## src/rtl/fifo_core_pkg.sv

```systemverilog
// Shared constants and carrier types for the 64-by-36 FIFO core
package fifo_core_pkg;

	// ==========================================================
	// Storage geometry
	localparam int WORD_W = 36;
	localparam int DEPTH  = 64;
	localparam int ADDR_W = 6;
	localparam int PTR_W  = 7;
	localparam int BUF_DEPTH = 2;
	localparam logic [PTR_W-1:0] DEPTH_CNT = 7'h40;

	// ==========================================================
	// Almost-full / almost-empty offsets chosen at reset release
	localparam logic [PTR_W-1:0] OFFSET_SEL_11 = 7'h10;
	localparam logic [PTR_W-1:0] OFFSET_SEL_10 = 7'h0C;
	localparam logic [PTR_W-1:0] OFFSET_SEL_01 = 7'h08;
	localparam logic [PTR_W-1:0] OFFSET_SEL_00 = 7'h04;

	// ==========================================================
	// Reset behaviour
	localparam logic [1:0] RELEASE_EDGES = 2'h2;
	localparam logic       FULL_N_RST    = 1'b0;
	localparam logic       EMPTY_N_RST   = 1'b0;
	localparam logic       AEMPTY_N_RST  = 1'b0;
	localparam logic       AFULL_N_RST   = 1'b1;
	localparam logic       MAILBOX_N_RST = 1'b1;

	// ==========================================================
	// Port B size codes {size_high, size_low}
	localparam logic [1:0] SIZE_LONG = 2'h0;
	localparam logic [1:0] SIZE_WORD = 2'h1;
	localparam logic [1:0] SIZE_BYTE = 2'h2;
	localparam logic [1:0] SIZE_MAIL = 2'h3;
	localparam logic [2:0] PARTS_LONG = 3'h1;
	localparam logic [2:0] PARTS_WORD = 3'h2;
	localparam logic [2:0] PARTS_BYTE = 3'h4;
	localparam int HALF_W = 18;
	localparam int BYTE_W = 9;

	// ==========================================================
	// Control pins of one port, sampled together at the edge
	typedef struct packed {
		logic       select_n;
		logic       direction;
		logic       strobe;
		logic [1:0] mode;
	} port_ctl_t;

endpackage

```

## src/rtl/fifo_core.sv

```systemverilog
// Dual-port 64-by-36 FIFO core with flags, offsets and port drivers
//
// Summary of operation
// Reset held over four edges of each port
// Reset accepted at any moment
// Reset clears pointers, sets flag levels
// Full flag rises second edge after release
// Reset required before first write
// Offset loaded from flag selects at release
// Port A bus driven when selected and reading
// Port A write qualified by selects and full
// Port B bus driven when selected and reading
// Port B read qualified by selects and empty
// Selects ignored while strobe is low; bus drive follows the selects regardless of strobe
// Flags pass two stages on own port
// Reads ignored while empty flag low
// Empty falls after last part is read
// Read pointer advances per fetched word
// Pointer compare; words readable after three cycles
// Empty stays low until second sync edge
// Late edges count as next sync cycle
// Writes ignored while full flag low
// Almost-empty low at offset or fewer words
// Almost-full low at depth minus offset
// Sixty-four 36-bit words in FIFO order
// Almost flags share pointer compare and sync
`timescale 1ns/1ps
`default_nettype none
module fifo_core #(
	parameter int WORD_W = fifo_core_pkg::WORD_W
) (
	input  wire logic              clk_i,
	input  wire logic              sys_rst_i,
	input  wire logic              flag_select_low_i,
	input  wire logic              flag_select_high_i,
	input  wire logic              port_a_select_n_i,
	input  wire logic              port_a_direction_i,
	input  wire logic              port_a_strobe_i,
	input  wire logic              port_a_mailbox_select_i,
	input  wire logic [WORD_W-1:0] port_a_bus_i,
	output logic      [WORD_W-1:0] port_a_bus_o,
	output logic                   port_a_bus_oe_o,
	input  wire logic              port_b_select_n_i,
	input  wire logic              port_b_direction_i,
	input  wire logic              port_b_strobe_i,
	input  wire logic              port_b_size_low_i,
	input  wire logic              port_b_size_high_i,
	input  wire logic [WORD_W-1:0] port_b_bus_i,
	output logic      [WORD_W-1:0] port_b_bus_o,
	output logic                   port_b_bus_oe_o,
	output logic                   full_flag_n_o,
	output logic                   almost_full_flag_n_o,
	output logic                   empty_flag_n_o,
	output logic                   almost_empty_flag_n_o,
	output logic                   mailbox_one_flag_n_o,
	output logic                   mailbox_two_flag_n_o
);

	localparam int PW = fifo_core_pkg::PTR_W;
	localparam int AW = fifo_core_pkg::ADDR_W;
	localparam int BD = fifo_core_pkg::BUF_DEPTH;
	localparam int CW = $clog2(BD+1);
	localparam int HW = fifo_core_pkg::HALF_W;
	localparam int YW = fifo_core_pkg::BYTE_W;

	// ==========================================================
	// Control pin bundles
	fifo_core_pkg::port_ctl_t ctl_a;
	fifo_core_pkg::port_ctl_t ctl_b;

	always_comb begin
		ctl_a.select_n  = port_a_select_n_i;
		ctl_a.direction = port_a_direction_i;
		ctl_a.strobe    = port_a_strobe_i;
		ctl_a.mode      = {1'b0, port_a_mailbox_select_i};
		ctl_b.select_n  = port_b_select_n_i;
		ctl_b.direction = port_b_direction_i;
		ctl_b.strobe    = port_b_strobe_i;
		ctl_b.mode      = {port_b_size_high_i, port_b_size_low_i};
	end

	// ==========================================================
	// Offset register, loaded once at reset release
	logic          rst_q;
	logic [PW-1:0] offset;
	logic [PW-1:0] next_offset;

	// Release is seen as reset low now and high one edge earlier
	always_comb begin
		next_offset = offset;
		if (sys_rst_i) begin
			next_offset = fifo_core_pkg::OFFSET_SEL_00;
		end else if (rst_q) begin
			case ({flag_select_high_i, flag_select_low_i})
				2'h3:    next_offset = fifo_core_pkg::OFFSET_SEL_11;
				2'h2:    next_offset = fifo_core_pkg::OFFSET_SEL_10;
				2'h1:    next_offset = fifo_core_pkg::OFFSET_SEL_01;
				default: next_offset = fifo_core_pkg::OFFSET_SEL_00;
			endcase
		end
	end

	// Reset value is the smallest offset until the release edge
	always_ff @(posedge clk_i) begin
		rst_q  <= sys_rst_i;
		offset <= next_offset;
	end

	// ==========================================================
	// Write side: pointer, full and almost-full flags
	logic [PW-1:0] wptr;
	logic [PW-1:0] next_wptr;
	logic [PW-1:0] rptr_sync;
	logic [PW-1:0] fill_a;
	logic [1:0]    startup;
	logic [1:0]    next_startup;
	logic          next_full_n;
	logic          next_afull_n;
	logic          next_a_oe;
	logic          wr_take;

	always_comb begin
		// Strobe gates the selects for the write take only; port A bus drive follows them directly
		wr_take = !ctl_a.select_n && ctl_a.direction && ctl_a.strobe
			&& (ctl_a.mode == 2'h0) && full_flag_n_o;
		next_wptr = wptr + PW'(wr_take);
		// Read pointer seen here is two edges old, so full is safe
		fill_a = next_wptr - rptr_sync;
		next_startup = startup;
		if (startup != fifo_core_pkg::RELEASE_EDGES) begin
			next_startup = startup + 2'h1;
		end
		next_full_n = (next_startup == fifo_core_pkg::RELEASE_EDGES)
			&& (fill_a != fifo_core_pkg::DEPTH_CNT);
		next_afull_n = fill_a < (fifo_core_pkg::DEPTH_CNT - offset);
		next_a_oe = !ctl_a.select_n && !ctl_a.direction;
	end

	always_ff @(posedge clk_i) begin
		if (sys_rst_i) begin
			wptr                 <= '0;
			startup              <= 2'h0;
			full_flag_n_o        <= fifo_core_pkg::FULL_N_RST;
			almost_full_flag_n_o <= fifo_core_pkg::AFULL_N_RST;
			port_a_bus_oe_o      <= 1'b0;
			mailbox_one_flag_n_o <= fifo_core_pkg::MAILBOX_N_RST;
			mailbox_two_flag_n_o <= fifo_core_pkg::MAILBOX_N_RST;
		end else begin
			wptr                 <= next_wptr;
			startup              <= next_startup;
			full_flag_n_o        <= next_full_n;
			almost_full_flag_n_o <= next_afull_n;
			port_a_bus_oe_o      <= next_a_oe;
			mailbox_one_flag_n_o <= mailbox_one_flag_n_o;
			mailbox_two_flag_n_o <= mailbox_two_flag_n_o;
		end
	end

	// Mailbox data is not held in this core; port A reads show zero
	always_ff @(posedge clk_i) begin
		port_a_bus_o <= '0;
	end

	// ==========================================================
	// FIFO storage
	logic [WORD_W-1:0] mem [fifo_core_pkg::DEPTH];

	always_ff @(posedge clk_i) begin
		if (wr_take) begin
			mem[wptr[AW-1:0]] <= port_a_bus_i;
		end
	end

	// ==========================================================
	// Pointer crossings, two stages each way
	logic [PW-1:0] rptr;
	logic [PW-1:0] wptr_sync;
	logic [PW-1:0] cptr;

	// Next write count feeds the first stage, so the empty flag register
	// is the second stage and the flag rises two edges after a write
	pointer_sync #(
		.WIDTH(PW)
	) u_wptr_sync (
		.clk_i    (clk_i),
		.sys_rst_i(sys_rst_i),
		.ptr_i    (next_wptr),
		.ptr_o    (wptr_sync)
	);

	pointer_sync #(
		.WIDTH(PW)
	) u_rptr_sync (
		.clk_i    (clk_i),
		.sys_rst_i(sys_rst_i),
		.ptr_i    (cptr),
		.ptr_o    (rptr_sync)
	);

	// ==========================================================
	// Prefetch buffer between memory and the output register
	logic              fetch_valid;
	logic              fetch_ready;
	logic              buf_valid;
	logic [WORD_W-1:0] buf_data;
	logic [CW-1:0]     buf_count;
	logic              pop;

	// Memory stalls when the reader stops and the buffer fills
	two_entry_buffer #(
		.WIDTH(WORD_W),
		.DEPTH(BD)
	) u_out_buffer (
		.clk_i      (clk_i),
		.sys_rst_i  (sys_rst_i),
		.in_valid_i (fetch_valid),
		.in_ready_o (fetch_ready),
		.in_data_i  (mem[rptr[AW-1:0]]),
		.out_valid_o(buf_valid),
		.out_ready_i(pop),
		.out_data_o (buf_data),
		.count_o    (buf_count)
	);

	// ==========================================================
	// Read side: pointer, part counter, output register, flags
	logic [WORD_W-1:0] shift;
	logic [WORD_W-1:0] next_shift;
	logic [WORD_W-1:0] next_b_bus;
	logic [1:0]        part_size;
	logic [1:0]        next_part_size;
	logic [2:0]        parts_left;
	logic [2:0]        next_parts_left;
	logic [2:0]        parts_total;
	logic [PW-1:0]     next_rptr;
	logic [PW-1:0]     next_cptr;
	logic [PW-1:0]     fill_b;
	logic [CW-1:0]     next_buf_count;
	logic              rd_take;
	logic              fetch;
	logic              next_empty_n;
	logic              next_aempty_n;
	logic              next_b_oe;

	always_comb begin
		// Write count is one edge late here; flag register adds the second
		fetch_valid = (wptr_sync != rptr);
		fetch       = fetch_valid && fetch_ready;
		next_rptr   = rptr + PW'(fetch);
		rd_take = !ctl_b.select_n && !ctl_b.direction && ctl_b.strobe
			&& (ctl_b.mode != fifo_core_pkg::SIZE_MAIL)
			&& empty_flag_n_o;
		pop = rd_take && (parts_left == 3'h0) && buf_valid;
		// Slots free only when a word leaves for the output register
		next_cptr = cptr + PW'(pop);
		case (ctl_b.mode)
			fifo_core_pkg::SIZE_WORD: parts_total = fifo_core_pkg::PARTS_WORD;
			fifo_core_pkg::SIZE_BYTE: parts_total = fifo_core_pkg::PARTS_BYTE;
			default:                  parts_total = fifo_core_pkg::PARTS_LONG;
		endcase
		next_shift      = shift;
		next_part_size  = part_size;
		next_parts_left = parts_left;
		if (pop) begin
			next_shift      = buf_data;
			next_part_size  = ctl_b.mode;
			next_parts_left = parts_total - 3'h1;
		end else if (rd_take && parts_left != 3'h0) begin
			// Later parts of a held word; low part goes out first
			if (part_size == fifo_core_pkg::SIZE_WORD) begin
				next_shift = shift >> HW;
			end else begin
				next_shift = shift >> YW;
			end
			next_parts_left = parts_left - 3'h1;
		end
		case (next_part_size)
			fifo_core_pkg::SIZE_WORD:
				next_b_bus = {{(WORD_W-HW){1'b0}}, next_shift[HW-1:0]};
			fifo_core_pkg::SIZE_BYTE:
				next_b_bus = {{(WORD_W-YW){1'b0}}, next_shift[YW-1:0]};
			default:
				next_b_bus = next_shift;
		endcase
		next_buf_count = buf_count + CW'(fetch) - CW'(pop);
		// Flag stays high while parts of the last word remain
		next_empty_n = (next_buf_count != '0) || (next_parts_left != 3'h0);
		fill_b = (wptr_sync - next_rptr) + PW'(next_buf_count);
		next_aempty_n = fill_b > offset;
		next_b_oe = !ctl_b.select_n && !ctl_b.direction;
	end

	always_ff @(posedge clk_i) begin
		if (sys_rst_i) begin
			rptr                  <= '0;
			cptr                  <= '0;
			shift                 <= '0;
			part_size             <= fifo_core_pkg::SIZE_LONG;
			parts_left            <= 3'h0;
			port_b_bus_o          <= '0;
			port_b_bus_oe_o       <= 1'b0;
			empty_flag_n_o        <= fifo_core_pkg::EMPTY_N_RST;
			almost_empty_flag_n_o <= fifo_core_pkg::AEMPTY_N_RST;
		end else begin
			rptr                  <= next_rptr;
			cptr                  <= next_cptr;
			shift                 <= next_shift;
			part_size             <= next_part_size;
			parts_left            <= next_parts_left;
			port_b_bus_o          <= next_b_bus;
			port_b_bus_oe_o       <= next_b_oe;
			empty_flag_n_o        <= next_empty_n;
			almost_empty_flag_n_o <= next_aempty_n;
		end
	end

endmodule
`default_nettype wire

```

## src/rtl/pointer_sync.sv

```systemverilog
// Two-stage synchroniser for a pointer crossing between the two ports
`timescale 1ns/1ps
`default_nettype none
module pointer_sync #(
	parameter int WIDTH = 7
) (
	input  wire logic             clk_i,
	input  wire logic             sys_rst_i,
	input  wire logic [WIDTH-1:0] ptr_i,
	output var  logic [WIDTH-1:0] ptr_o
);

	logic [WIDTH-1:0] stage_one;
	logic [WIDTH-1:0] next_stage_one;
	logic [WIDTH-1:0] next_ptr;

	// ==========================================================
	// First stage feeds only the second stage
	always_comb begin
		next_stage_one = ptr_i;
		next_ptr       = stage_one;
	end

	always_ff @(posedge clk_i) begin
		if (sys_rst_i) begin
			stage_one <= '0;
			ptr_o     <= '0;
		end else begin
			stage_one <= next_stage_one;
			ptr_o     <= next_ptr;
		end
	end

endmodule
`default_nettype wire

```

## src/rtl/two_entry_buffer.sv

```systemverilog
// Small valid/ready buffer between FIFO memory and the read port
`timescale 1ns/1ps
`default_nettype none
module two_entry_buffer #(
	parameter int WIDTH = 36,
	parameter int DEPTH = 2
) (
	input  wire logic                       clk_i,
	input  wire logic                       sys_rst_i,
	input  wire logic                       in_valid_i,
	output var  logic                       in_ready_o,
	input  wire logic [WIDTH-1:0]           in_data_i,
	output var  logic                       out_valid_o,
	input  wire logic                       out_ready_i,
	output var  logic [WIDTH-1:0]           out_data_o,
	output var  logic [$clog2(DEPTH+1)-1:0] count_o
);

	localparam int IW = (DEPTH > 1) ? $clog2(DEPTH) : 1;
	localparam int CW = $clog2(DEPTH+1);

	logic [WIDTH-1:0] store [DEPTH];
	logic [IW-1:0]    wr_idx;
	logic [IW-1:0]    rd_idx;
	logic [IW-1:0]    next_wr_idx;
	logic [IW-1:0]    next_rd_idx;
	logic [CW-1:0]    next_count;
	logic             push;
	logic             pop;

	// ==========================================================
	// Handshake and index bookkeeping
	always_comb begin
		in_ready_o  = (count_o != CW'(DEPTH));
		out_valid_o = (count_o != '0);
		out_data_o  = store[rd_idx];
		push        = in_valid_i && in_ready_o;
		pop         = out_ready_i && out_valid_o;
		next_wr_idx = wr_idx;
		next_rd_idx = rd_idx;
		if (push) begin
			next_wr_idx = (wr_idx == IW'(DEPTH-1)) ? '0 : wr_idx + 1'b1;
		end
		if (pop) begin
			next_rd_idx = (rd_idx == IW'(DEPTH-1)) ? '0 : rd_idx + 1'b1;
		end
		next_count = count_o + CW'(push) - CW'(pop);
	end

	always_ff @(posedge clk_i) begin
		if (sys_rst_i) begin
			wr_idx  <= '0;
			rd_idx  <= '0;
			count_o <= '0;
		end else begin
			wr_idx  <= next_wr_idx;
			rd_idx  <= next_rd_idx;
			count_o <= next_count;
		end
	end

	// Storage holds no control state, so it needs no reset
	always_ff @(posedge clk_i) begin
		if (push) begin
			store[wr_idx] <= in_data_i;
		end
	end

endmodule
`default_nettype wire

```

## config.mk

```make
export PLATFORM = sky130hd
export DESIGN_NAME = fifo_core
export DESIGN_NICKNAME = d
export VERILOG_FILES = /design/src/rtl/fifo_core_pkg.sv /design/src/rtl/fifo_core.sv /design/src/rtl/pointer_sync.sv /design/src/rtl/two_entry_buffer.sv
export SDC_FILE = /design/constraint.sdc
export NUM_CORES = 2
export LEC_CHECK = 0
export ABC_CLOCK_PERIOD_IN_PS = 10730
export BUFFER_PORTS_ARGS = -buffer_cell sky130_fd_sc_hd__buf_2
export CORE_MARGIN = 8
export CORE_UTILIZATION = 45
export CTS_CLUSTER_DIAMETER = 50
export DETAILED_ROUTE_END_ITERATION = 12
export GPL_TIMING_DRIVEN = 0
export PLACE_DENSITY = 0.71
export SLEW_MARGIN = 20
export SYNTH_ARGS = -nofsm -noshare
export SYNTH_HDL_FRONTEND = slang
export SYNTH_SLANG_ARGS = --single-unit
```

## constraint.sdc

```tcl
create_clock -name clk_i -period 10.73 [get_ports clk_i]
set_clock_uncertainty 0.15 [all_clocks]
set_input_delay 1.6095 -clock clk_i [delete_from_list [all_inputs] [get_ports clk_i]]
set_output_delay 1.6095 -clock clk_i [all_outputs]
set_load 0.1 [all_outputs]
```

==> flow_summary_export.csv <==
group,metric,value,unit
run_status,status,"completed",
sta,max_freq,150,MHz
floorplan,die-area,0.229,mm2
final_layout,final_cell_mix,"edfxtp_1 (2,376), mux4_2 (625), clkbuf_16 (236)",
setup_path,worstPathRequired,11290,ps
power_and_ir_drop,total_power,22800,uW
floorplan,initial_core_util,45.3,%
clocking,htree_levels,4,
floorplan,fp.dieH,478,um
clocking,cts-resized-gates,0,
logic_synthesis,synth_area_leaders,"edfxtp_1 (74%), mux4_2 (15%), dfxtp_1 (2.6%), mux2i_1 (1.7%), nor2_1 (0.70%)",
sta,holdWs,287,ps
clocking,insertion_delay,880,ps
logic_synthesis,ys_seq_elements,2503,
logic_synthesis,syn_area,0.0962,mm2
drt,drt_iter0_markers,8495,
drt,via_per_inst,6.38,
sta,min_period,6680,ps
power_and_ir_drop,power-per-cell-area,204,mW/mm2
global_route,grt_max_degree,65,
drt,drt_wl_total,287,mm
floorplan,rows,169,
power_and_ir_drop,p_leak,0.0343,uW
placed_design,place_hpwl,187,mm
sta,finalMaxSlewViolations,0,
global_route,first_global_vias,49600,
power_and_ir_drop,vdd_drop_max,0.000157,V
setup_path,start_kind,"flop",
clocking,cts_buffers,234,
floorplan,die_width,478,um
sta,setup_viol,0,
setup_path,rrSetupSlack,4050,ps
placed_design,postPlaceCellArea,0.104,mm2
placed_design,routabilityCongestion,0.877,
final_layout,stdcell_area,0.112,mm2
logic_synthesis,ys.flop_type,"edfxtp_1",
clocking,cts_sinks,2503,
logic_synthesis,avgSynthCellArea,22.0,um2
sta,slew_headroom,15.6,%
flow_run,maxCapViolCount,0,
logic_synthesis,syn_inst,4362,
final_layout,drive_gt1_share,28.7,%
drt,wl_per_cell,36.4,um
placed_design,post-place-cells,7447,
sta,report.final.hold_viol_count,0,
global_route,grt_overflow_total,0,
global_route,grt_pass1_wl,393,mm
logic_synthesis,async_reset_ff_share,0,%
clocking,path_clk_slew,60,ps
clocking,cts_tree,"done",
setup_path,cp.arrival,7240,ps
clocking,cts_setup_buffers,0,
logic_synthesis,synth-edff-count,2376,
setup_path,endpoint_kind,"flop",
global_route,antenna_found_initial,17,
logic_synthesis,yosysUniqueCellTypes,59,
sta,finalCritPeriodShare,62.2,%
logic_synthesis,ys_seq_area_share,76.8,%
final_layout,syn_to_final_growth,16.1,%
final_layout,final_cells,7892,
placed_design,port_buffers,90,
sta,fin_tns_setup,0,ps
logic_synthesis,yosysTopAreaCell,"edfxtp_1",
setup_path,crit_type,"reg -> reg",
global_route,grt_usage,24.5,%
final_layout,fin_nets,4996,
logic_synthesis,ys_warn_count,0,
drt,drtAntennaViolNets,0,
drt,vias,50300,
logic_synthesis,synth_top_area_share,74.2,%
floorplan,core_area,0.212,mm2
drt,drc,0,
drt,firstDrtPassIters,6,
clocking,clockBufferDepth,3,
sta,rsz0062_at_grt,"no",
floorplan,ioPinCount,165,
clocking,holdBufCountCts,0,
worst_hold_path,worstHoldPathType,"reg -> reg",
final_layout,final_common_cell,"edfxtp_1",
sta,tightest_slew,1260,ps
clocking,cts-root-buf,"clkbuf_16",
setup_path,cp_max_fo,10,
## area by class of cell
class	count	area, um2
Antenna cell	7	17.5
Inverter	32	120
Clock inverter	147	1390
Sequential cell	2503	73900
Multi-Input combinational cell	1581	21300
Tap cell	2821	3530
Clock buffer	290	6150
Fill cell	15900	101000
Timing Repair Buffer	229	3670
Buffer	282	1550
## path summary, 6_finish.rpt
kind,from,to,depth (start not counted)
hold reg to reg,u_rptr_sync.next_ptr[5],u_rptr_sync.ptr_o[5],1
setup / recovery,rptr[1],almost_empty_flag_n_o,20
setup reg to reg,rptr[1],almost_empty_flag_n_o,20
hold / removal,u_rptr_sync.next_ptr[5],u_rptr_sync.ptr_o[5],1
## synthesized netlist by cell type, drive strengths merged (23+ instances only)
library cell	n
a211oi	38
and2	23
a21oi	48
ha	46
inv	32
clkbuf	103
a22oi	28
buf	179
mux2i	162
xnor2	24
o21ai	34
nand2	30
nor2b	61
o22ai	46
dfxtp	127
nor3	34
edfxtp	2376
nor2	179
a2111oi	25
mux4	625
## cells by family (layout without fill, tap and decap cells)
| group | Yosys count | in the layout | share of synthesized area, % |
|---|---|---|---|
| flops | 2503 | 2503 | 76.8 |
| compound gates | 283 | 283 | 2.06 |
| mux | 807 | 807 | 16.6 |
| simple gates | 367 | 367 | 1.82 |
| buf+inv | 314 | 980 | 1.71 |
| xor+xnor | 38 | 38 | 0.346 |
| fa+ha+maj | 48 | 48 | 0.640 |
| other cells | 2 | 45 | 0.00781 |
## stage by stage
step | utilization, % | setup slack (ps)
detailed placement | 49.0 | 4130
finish | 52.6 | 4050
CTS | 52.5 | 4200
global placement | 47.2 | 1910
global route | 52.6 | 3940
floorplan | - | 5430
## flip-flops by register name, summed over array words and instances, names as in the netlist, 3 cells and up, named ones only
register / cells
cptr: 7
mem: 2304
offset: 3
parts_left: 3
port_b_bus_o: 36
rptr: 7
shift: 27
u_out_buffer.store: 72
u_rptr_sync.next_ptr: 7
u_rptr_sync.ptr_o: 7
u_wptr_sync.next_ptr: 7
u_wptr_sync.ptr_o: 7
## critical path: stages (launching register included)
cell	delay, ps
dfxtp_1	330
buf_2	410
buf_4	280
buf_2	430
buf_1	830
xor2_1	140
nor4_1	510
a21oi_1	260
ha_1	370
ha_1	330
inv_1	130
fa_1	620
ha_1	240
a21o_1	160
a21oi_1	220
xnor2_1	150
ha_1	260
nor2b_1	130
o21a_1	150
o22ai_1	170
a31oi_1	190
## power breakdown
| part | switching, uW | leakage, uW | internal (uW) |
|---|---|---|---|
| Clock | 3720 | 0.00367 | 4460 |
| Combinational | 2130 | 0.00827 | 1670 |
| Sequential | 24.1 | 0.0224 | 10800 |
## per-layer routing
layer | wire length [um] | part of all wire [%] | track usage, % | vias up
li1 | - | - | - | 19200
met1 | 101000 | 35 | 31.9 | 26200
met2 | 127000 | 44 | 37.0 | 4158
met3 | 41700 | 15 | 8.46 | 805
met4 | 17300 | 6.0 | 11.9 | 8
met5 | 50 | 0.017 | 0 | -
(Power assumes the default switching activity.)
